==> src/hw/sif_params.svh <==
`ifndef SIF_PARAMS_SVH
`define SIF_PARAMS_SVH
// register byte offsets
`define SIF_OFS_BUILD_LO 16'h0002
`define SIF_OFS_BUILD_HI 16'h0003
`define SIF_OFS_MAP_CNT 16'h0004
`define SIF_OFS_SYNC_CNT 16'h0005
`define SIF_OFS_RAM_SIZE 16'h0006
`define SIF_OFS_PORT_DESC 16'h0007
`define SIF_OFS_FEAT_LO 16'h0008
`define SIF_OFS_FEAT_HI 16'h0009
`define SIF_OFS_STADDR_LO 16'h0010
`define SIF_OFS_STADDR_HI 16'h0011
// feature word bit positions
`define SIF_FEAT_BYTE_MAP 0
`define SIF_FEAT_TIME_SYNC 2
`define SIF_FEAT_TIME_64 3
`define SIF_FEAT_LOW_JITTER 4
`define SIF_FEAT_LINK_LVDS 5
`define SIF_FEAT_LINK_MII 6
`define SIF_FEAT_FCS_SEP 7
`define SIF_FEAT_SYNC_ACT 8
// reset values
`define SIF_STADDR_RST 16'h0000
`define SIF_RDATA_RST 8'h00
`endif

==> src/hw/sif_pkg.sv <==
package sif_pkg;
  // port physical type codes
  typedef enum logic [1:0] {
    SIF_PORT_ABSENT = 2'b00,
    SIF_PORT_UNCONF = 2'b01,
    SIF_PORT_LVDS = 2'b10,
    SIF_PORT_MII = 2'b11
  } sif_port_type_t;
endpackage : sif_pkg

==> src/hw/sif_rd_mux.sv <==
`timescale 1ns/10ps
`include "sif_params.svh"
// byte read decoder, instantiated once for each access side
module sif_rd_mux (
  input wire logic [15:0] i_addr, // byte address
  input wire logic [15:0] i_build, // build number
  input wire logic [7:0] i_map_cnt, // mapping unit count
  input wire logic [7:0] i_sync_cnt, // sync channel count
  input wire logic [7:0] i_ram_kb, // ram size
  input wire logic [7:0] i_port_desc, // port descriptor
  input wire logic [15:0] i_feat, // feature word
  input wire logic [15:0] i_staddr, // station address
  output logic [7:0] o_data // selected byte
);
  // ----------------------------------------
  // byte select
  // ----------------------------------------
  // unmapped addresses read zero
  always_comb begin
    unique case (i_addr)
      `SIF_OFS_BUILD_LO: o_data = i_build[7:0];
      `SIF_OFS_BUILD_HI: o_data = i_build[15:8];
      `SIF_OFS_MAP_CNT: o_data = i_map_cnt;
      `SIF_OFS_SYNC_CNT: o_data = i_sync_cnt;
      `SIF_OFS_RAM_SIZE: o_data = i_ram_kb;
      `SIF_OFS_PORT_DESC: o_data = i_port_desc;
      `SIF_OFS_FEAT_LO: o_data = i_feat[7:0];
      `SIF_OFS_FEAT_HI: o_data = i_feat[15:8];
      `SIF_OFS_STADDR_LO: o_data = i_staddr[7:0];
      `SIF_OFS_STADDR_HI: o_data = i_staddr[15:8];
      default: o_data = 8'h00;
    endcase
  end
endmodule : sif_rd_mux

==> src/hw/sif_regs.sv <==
`timescale 1ns/10ps
`include "sif_params.svh"
// ----------------------------------------
// identity and feature register bank
// ----------------------------------------
module sif_regs #(
  parameter logic [3:0] BUILD_MAJOR_NIB = 4'h0, // upper build byte nibble, arbitrary
  parameter logic [3:0] BUILD_UPPER = 4'h0, // build bits 11:8, arbitrary
  parameter logic [3:0] BUILD_MINOR = 4'h2, // minor version
  parameter logic [3:0] BUILD_MAINT = 4'h0, // maintenance version
  parameter logic [7:0] MAP_UNITS = 8'h08, // memory map unit count
  parameter logic [7:0] SYNC_CHANNELS = 8'h08, // buffer sync channel count
  parameter logic [7:0] RAM_KBYTES = 8'h04, // process ram size in kbyte
  parameter logic [1:0] PORT0_TYPE = 2'b11, // port 0 code
  parameter logic [1:0] PORT1_TYPE = 2'b11, // port 1 code
  parameter logic [1:0] PORT2_TYPE = 2'b00, // port 2 code
  parameter logic [1:0] PORT3_TYPE = 2'b00, // port 3 code
  parameter bit BYTE_MAPPING = 1'b0, // byte oriented mapping
  parameter bit HAS_TIME_SYNC = 1'b1, // time sync unit present
  parameter bit TIME_SYNC_64 = 1'b0, // 64-bit time counter
  parameter bit LOW_JITTER_LVDS = 1'b0, // low jitter forwarding
  parameter bit LINK_DET_LVDS = 1'b0, // lvds enhanced link detect
  parameter bit LINK_DET_MII = 1'b0, // mii enhanced link detect
  parameter bit FCS_SEPARATE = 1'b1, // separate fcs error count
  parameter bit SYNC_ACTIVATION = 1'b0 // enhanced sync activation
) (
  input wire logic i_sys_clk, // system clock
  input wire logic i_sys_rst, // async reset, active high
  input wire logic i_net_rd, // network side read strobe
  input wire logic i_net_wr, // network side write strobe
  input wire logic [15:0] i_net_addr, // network side byte address
  input wire logic [7:0] i_net_wdata, // network side write byte
  output logic [7:0] o_net_rdata, // network side read byte
  input wire logic i_host_rd, // host side read strobe
  input wire logic i_host_wr, // host side write strobe
  input wire logic [15:0] i_host_addr, // host side byte address
  input wire logic [7:0] i_host_wdata, // host side write byte, ignored
  output logic [7:0] o_host_rdata, // host side read byte
  output logic [15:0] o_station_addr // station address for address match
);
  // ----------------------------------------
  // constant capability values
  // ----------------------------------------
  // capability bytes are fixed when the core is built and ignore every write;
  // only the station address and the two read holding registers carry state
  // usage notes:
  // - every access is one byte; a 16-bit register is two bytes, low byte at
  //   the even address, and each byte is written on its own
  // - read data is registered and stands from the cycle after the strobe
  // - unmapped addresses read as zero and ignore writes, with no error flag
  // - a write and a read of the same byte in one cycle return the old byte
  // - the station address resets to zero, so the node answers no configured
  //   address commands until the master has written it
  localparam int PORTS = 4; // ports covered by the port descriptor
  localparam logic [1:0] PORT_CODES [PORTS] = '{
    PORT0_TYPE, PORT1_TYPE, PORT2_TYPE, PORT3_TYPE}; // port 0 first

  logic [15:0] build_w;
  wire logic [7:0] port_desc_w;
  logic [15:0] feat_w;
  logic [15:0] staddr_r;
  logic [15:0] staddr_nxt;
  logic staddr_lo_wr;
  logic staddr_hi_wr;
  logic [7:0] net_rdata_r;
  logic [7:0] net_rdata_nxt;
  logic [7:0] host_rdata_r;
  logic [7:0] host_rdata_nxt;
  logic [7:0] net_byte;
  logic [7:0] host_byte;

  // build number fields; the low byte carries minor and maintenance versions
  assign build_w = {BUILD_MAJOR_NIB, BUILD_UPPER, BUILD_MINOR, BUILD_MAINT};

  // port descriptor, one bit pair per port, port 0 lowest; the enum cast
  // keeps each code inside the four defined port types
  for (genvar g = 0; g < PORTS; g++) begin : g_port_desc
    sif_pkg::sif_port_type_t code_w;
    assign code_w = sif_pkg::sif_port_type_t'(PORT_CODES[g]);
    assign port_desc_w[2*g+1:2*g] = code_w;
  end

  // feature word assembly; reserved bits 1 and 15:9 stay zero
  // each option bit copies its build parameter; options left out read zero
  always_comb begin
    feat_w = 16'h0000;
    feat_w[`SIF_FEAT_BYTE_MAP] = BYTE_MAPPING;
    feat_w[`SIF_FEAT_TIME_SYNC] = HAS_TIME_SYNC;
    feat_w[`SIF_FEAT_TIME_64] = TIME_SYNC_64;
    feat_w[`SIF_FEAT_LOW_JITTER] = LOW_JITTER_LVDS;
    feat_w[`SIF_FEAT_LINK_LVDS] = LINK_DET_LVDS;
    feat_w[`SIF_FEAT_LINK_MII] = LINK_DET_MII;
    feat_w[`SIF_FEAT_FCS_SEP] = FCS_SEPARATE;
    feat_w[`SIF_FEAT_SYNC_ACT] = SYNC_ACTIVATION;
  end

  // ----------------------------------------
  // read decoders
  // ----------------------------------------
  // one decoder per side, so a host read never waits on a network read and
  // both sides may read the same byte in the same cycle
  // unmapped addresses fall through to zero inside the decoder
  sif_rd_mux u_net_mux (
    .i_addr(i_net_addr),
    .i_build(build_w),
    .i_map_cnt(MAP_UNITS),
    .i_sync_cnt(SYNC_CHANNELS),
    .i_ram_kb(RAM_KBYTES),
    .i_port_desc(port_desc_w),
    .i_feat(feat_w),
    .i_staddr(staddr_r),
    .o_data(net_byte)
  );

  sif_rd_mux u_host_mux (
    .i_addr(i_host_addr),
    .i_build(build_w),
    .i_map_cnt(MAP_UNITS),
    .i_sync_cnt(SYNC_CHANNELS),
    .i_ram_kb(RAM_KBYTES),
    .i_port_desc(port_desc_w),
    .i_feat(feat_w),
    .i_staddr(staddr_r),
    .o_data(host_byte)
  );

  // ----------------------------------------
  // station address
  // ----------------------------------------
  // byte lane write enables; only the network side reaches this register
  // host writes never reach it, so the local side cannot move the node address
  assign staddr_lo_wr = i_net_wr && (i_net_addr == `SIF_OFS_STADDR_LO);
  assign staddr_hi_wr = i_net_wr && (i_net_addr == `SIF_OFS_STADDR_HI);

  // next value: each lane is written on its own, the other keeps its byte
  always_comb begin
    staddr_nxt = staddr_r;
    if (staddr_lo_wr) begin
      staddr_nxt[7:0] = i_net_wdata;
    end
    if (staddr_hi_wr) begin
      staddr_nxt[15:8] = i_net_wdata;
    end
  end

  // station address register, cleared to zero by reset
  always_ff @(posedge i_sys_clk or posedge i_sys_rst) begin
    if (i_sys_rst) begin
      staddr_r <= `SIF_STADDR_RST;
    end else begin
      staddr_r <= staddr_nxt;
    end
  end

  // ----------------------------------------
  // network side read data
  // ----------------------------------------
  // a read loads the addressed byte, which then stands until the next read;
  // a write in the same cycle is seen by the following read only
  always_comb begin
    net_rdata_nxt = net_rdata_r;
    if (i_net_rd) begin
      net_rdata_nxt = net_byte;
    end
  end

  // network read holding register
  always_ff @(posedge i_sys_clk or posedge i_sys_rst) begin
    if (i_sys_rst) begin
      net_rdata_r <= `SIF_RDATA_RST;
    end else begin
      net_rdata_r <= net_rdata_nxt;
    end
  end

  // ----------------------------------------
  // host side read data
  // ----------------------------------------
  // host reads mirror the network side; host writes are taken on the bus
  // but reach no register, so the local side can never change anything
  // the host write byte and strobe are therefore left unread on purpose
  always_comb begin
    host_rdata_nxt = host_rdata_r;
    if (i_host_rd) begin
      host_rdata_nxt = host_byte;
    end
  end

  // host read holding register
  always_ff @(posedge i_sys_clk or posedge i_sys_rst) begin
    if (i_sys_rst) begin
      host_rdata_r <= `SIF_RDATA_RST;
    end else begin
      host_rdata_r <= host_rdata_nxt;
    end
  end

  // ----------------------------------------
  // outputs
  // ----------------------------------------
  // every output comes straight from a register
  // so the far side never sees decode glitches
  assign o_net_rdata = net_rdata_r;
  assign o_host_rdata = host_rdata_r;
  assign o_station_addr = staddr_r;
endmodule : sif_regs

==> config.mk <==
export PLATFORM = sky130hd
export DESIGN_NAME = sif_regs
export DESIGN_NICKNAME = d
export VERILOG_FILES = /design/src/hw/sif_pkg.sv /design/src/hw/sif_rd_mux.sv /design/src/hw/sif_regs.sv
export VERILOG_INCLUDE_DIRS = /design/src /design/src/hw
export SDC_FILE = /design/constraint.sdc
export NUM_CORES = 1
export LEC_CHECK = 0
export BUFFER_PORTS_ARGS = -buffer_cell sky130_fd_sc_hd__clkbuf_2
export CORE_MARGIN = 1.5
export CORE_UTILIZATION = 46
export CTS_BUF_LIST = sky130_fd_sc_hd__clkbuf_16
export DETAILED_ROUTE_END_ITERATION = 10
export GPL_TIMING_DRIVEN = 1
export PLACE_DENSITY_LB_ADDON = 0.3
export SLEW_MARGIN = 20
export SYNTH_ARGS = -nofsm -noshare
export SYNTH_HDL_FRONTEND = slang
export SYNTH_SLANG_ARGS = --single-unit
==> constraint.sdc <==
create_clock -name i_sys_clk -period 1.8 [get_ports i_sys_clk]
set_clock_uncertainty 0.1 [all_clocks]
set_input_delay 0.27 -clock i_sys_clk [delete_from_list [all_inputs] [get_ports i_sys_clk]]
set_output_delay 0.27 -clock i_sys_clk [all_outputs]
set_load 0.02 [all_outputs]
==> key figures <==
Synthesis
  • Async SR Flop Fraction: 100.0%
  • Synth cell types: 37
  • Syn Area/Cell: 10.97 sq um
  • Synth Instances: 161
  • Post-synth EDFFs: 0
  • FF+latch count, synth: 32
  • Leading area contributor after synthesis: dfrtp_1
  • Synth warnings: 0
  • Synth top area share: 45.36%
  • Seq/Total Area, Yosys: 45.36%
  • Synth Area in Adders: 0%
  • Synth Area in Simple Gates: 19.42%
  • XOR/XNOR Fraction of Synth Area: 0%
  • Synthesized area: 0.001765 sq mm
  • Most common cell in the netlist: dfrtp_1
  • Post-Syn Nets: 215
  • Main combinational cell family by area after synthesis: multiplexers
  • Complex-gate fraction of the synthesized area: 11.41%
  • Multiplexer area fraction after synthesis: 20.41%
  • Most frequent cells after synthesis: 32 x dfrtp_1, 30 x mux2_2, 12 x inv_1
  • Main synth FF type: dfrtp_1
  • Area contributors post-synth: dfrtp_1 45%, mux2_2 19%, inv_1 2.6%

Layout
  • Final Util: 71.87%
  • # fillers: 299
  • Sequential cell area: 800.8 sq um
  • Final instance area: 0.002631 sq mm
  • Finished Layout Cells: 313
  • Net count, final: 318
  • Antenna diodes: 0
  • Area Overhead vs Synth: 49.04%
  • Fraction of layout cells with a size suffix above 1: 56.23%
  • Multi-input gate area in the final layout: 997.2 sq um

Setup path
  • Reg2Reg Depth: 3
  • CP Class: in2reg
  • Critical-path top delay cell: or4_4
  • Crit-path max cell delay: 530 ps
  • Crit. End Element: register
  • Crit path cell chain: clkbuf_2 > or4_4 > or3_4 > nor3_4 > buf_12 > mux2_4
  • CP Max Fanout: 8
  • Worst EP arrival: 1940 ps
  • Worst EP required: 1850 ps
  • Critical Path Source Type: input pin

Global routing
  • Initial antenna violation count: 0
  • Global-route wire length before repair: 7824 um
  • Largest net degree at the start of global routing: 33
  • Vias in the first global route: 1651
  • Total grt overflow: 0
  • Total track usage: 24.28%

Clock tree
  • Root buffer selected by CTS: clkbuf_16
  • Skew-Pair Late Insertion Delay: 270 ps
  • Clock sinks: 32
  • CTS tree: yes
  • CTS buffer count: 5
  • CTS Buffer Depth: 2
  • # H-tree levels: 2
  • Clk slew on worst S/H paths: 50 ps

Detailed routing
  • Post-route ant nets: 0
  • Initial DRC count: 98
  • # DRC: 0
  • 1st-pass router iterations: 5
  • Drt wl/cell: 14.99 um
  • Routed WL: 4691 um
  • DR vias/cell: 5.342
  • Vias: 1672

Placed design
  • Dpl ws: -446.9 ps
  • Post-DP HPWL: 3464 um
  • Inst Count DP: 304
  • Port bufs: 76
  • Final GP Congestion: 0.8305
  • Area post-placement: 0.002415 sq mm

Power and ir drop
  • Leak: 1.317 nW
  • PD cells: 649.8 mW/mm^2
  • Clock power frac: 46.3%
  • Int Power: 0.001317 W
  • Switching Fraction: 22.98%
  • Switching power total: 0.0003929 W
  • Combinational cell fraction of total power: 10.9%
  • Sequential share of power: 42.8%
  • Worst vdd ir: 455.8 uV

Timing
  • RSZ-0062 raised after global routing: yes
  • Setup tns final: -1225 ps
  • Rel. slew slack: 73.78%
  • Final min period: 1885 ps
  • Tightest Pin Transition: 393.2 ps
  • # setup viols final: 16
  • Final setup margin: -85.11 ps
  • Final hold vios: 0
  • Final Max Tran Viols: 0
  • F_max: 0.5305 GHz
  • Final worst-path cycle share: 104.7%

Floorplanning
  • Core Rows: 22
  • IO Pins: 86
  • Die W: 64.95 um
  • Die area: 0.004219 sq mm
  • Core Area: 0.003661 sq mm
  • Starting Density: 48.22%
  • Die H: 64.95 um

Worst hold path
  • Hold Path Cell Cnt: 2
  • Hold WC Path Type: in2reg

Flow run
  • Max-cap violations: 0

Outcome
  • Failing checks: negative setup slack
  • Run status: finished with violations
[routing by layer]
layer	global-route usage [%]	wire length [um]
met2	42.53	2378
met5	0	0
met4	7.181	62
met3	6.076	304
met1	29.31	1945
[per-stage QoR]
stage	total power, W	hold WS, ps
2_1_floorplan	0.0008216	265.6
3_3_place_gp	0.0009228	251.1
3_5_place_dp	0.0009260	254.9
4_1_cts	0.001724	139.1
5_1_grt	0.001781	154.0
6_report	0.001710	158.5
[flip-flops by register name, summed over array words and instances (netlist names)]
name	cells
o_net_rdata	8
o_host_rdata	8
o_station_addr	16
[worst max-delay path: cells and delay by family]
kind	cells	cell delay [ps]
buffers and inverters	2	240
multiplexers	1	300
AND/OR/NAND/NOR	3	1110
[layout by cell type (no fill, tap or decap), drive strengths merged, types with 2 or more instances in the layout]
cell type	netlist	layout
a21oi	4	4
a22oi	4	4
a31oi	3	3
buf	0	23
clkbuf	4	81
dfrtp	32	32
inv	12	13
mux2	32	32
nand2	7	7
nand3	5	5
nor2	9	9
nor2b	6	6
nor3	3	3
nor3b	2	2
nor4	2	2
nor4b	4	4
o21a	3	3
o21ai	5	5
o22ai	4	4
or3	3	3
or4	4	4
or4b	2	2
[cell type report]
type	instances	area share, %
Multi-Input combinational cell	113	37.90
Clock buffer	5	4.755
Tap cell	48	2.282
Clock inverter	3	0.5706
Inverter	12	1.712
Sequential cell	32	30.43
Timing Repair Buffer	100	22.35
[final timing paths]
kind / startpoint / endpoint / slack (ps)
worst max-delay path: i_net_addr[14] / o_station_addr[3] / -90
worst min-delay path: i_net_wdata[7] / o_station_addr[7] / 160
worst max register to register: o_station_addr[5] / o_host_rdata[5] / 430
worst min register to register: o_net_rdata[3] / o_net_rdata[3] / 400
max in group asynchronous: i_sys_rst / o_net_rdata[3] / 810
min in group asynchronous: i_sys_rst / o_host_rdata[6] / 500
[power groups by stage]
| stage | combinational [W] | sequential (W) | clock (W) |
|---|---|---|---|
| finish | 0.000186 | 0.000732 | 0.000792 |
| detailed placement | 0.000182 | 0.000744 | 0 |
| global placement | 0.000179 | 0.000744 | 0 |
| CTS | 0.000186 | 0.000732 | 0.000807 |
| global route | 0.000204 | 0.000732 | 0.000846 |
| floorplan | 0.0000677 | 0.000754 | 0 |
[repair_timing]
item,CTS,global route
hold buffers,1,0
endpoints found under the hold margin,32,0
buffers inserted,0,0
setup endpoints to repair,16,19
pin swaps,4,1
resized for setup,16,1
[cell families (layout without fill, tap and decap cells)]
logic type,after synthesis,after routing
buffers and inverters,16,120
muxes,32,32
DFF,32,32
AOI/OAI and AO/OA,30,30
and+or+nand+nor,51,51
No activity file was read; power rests on OpenSTA's default activity.
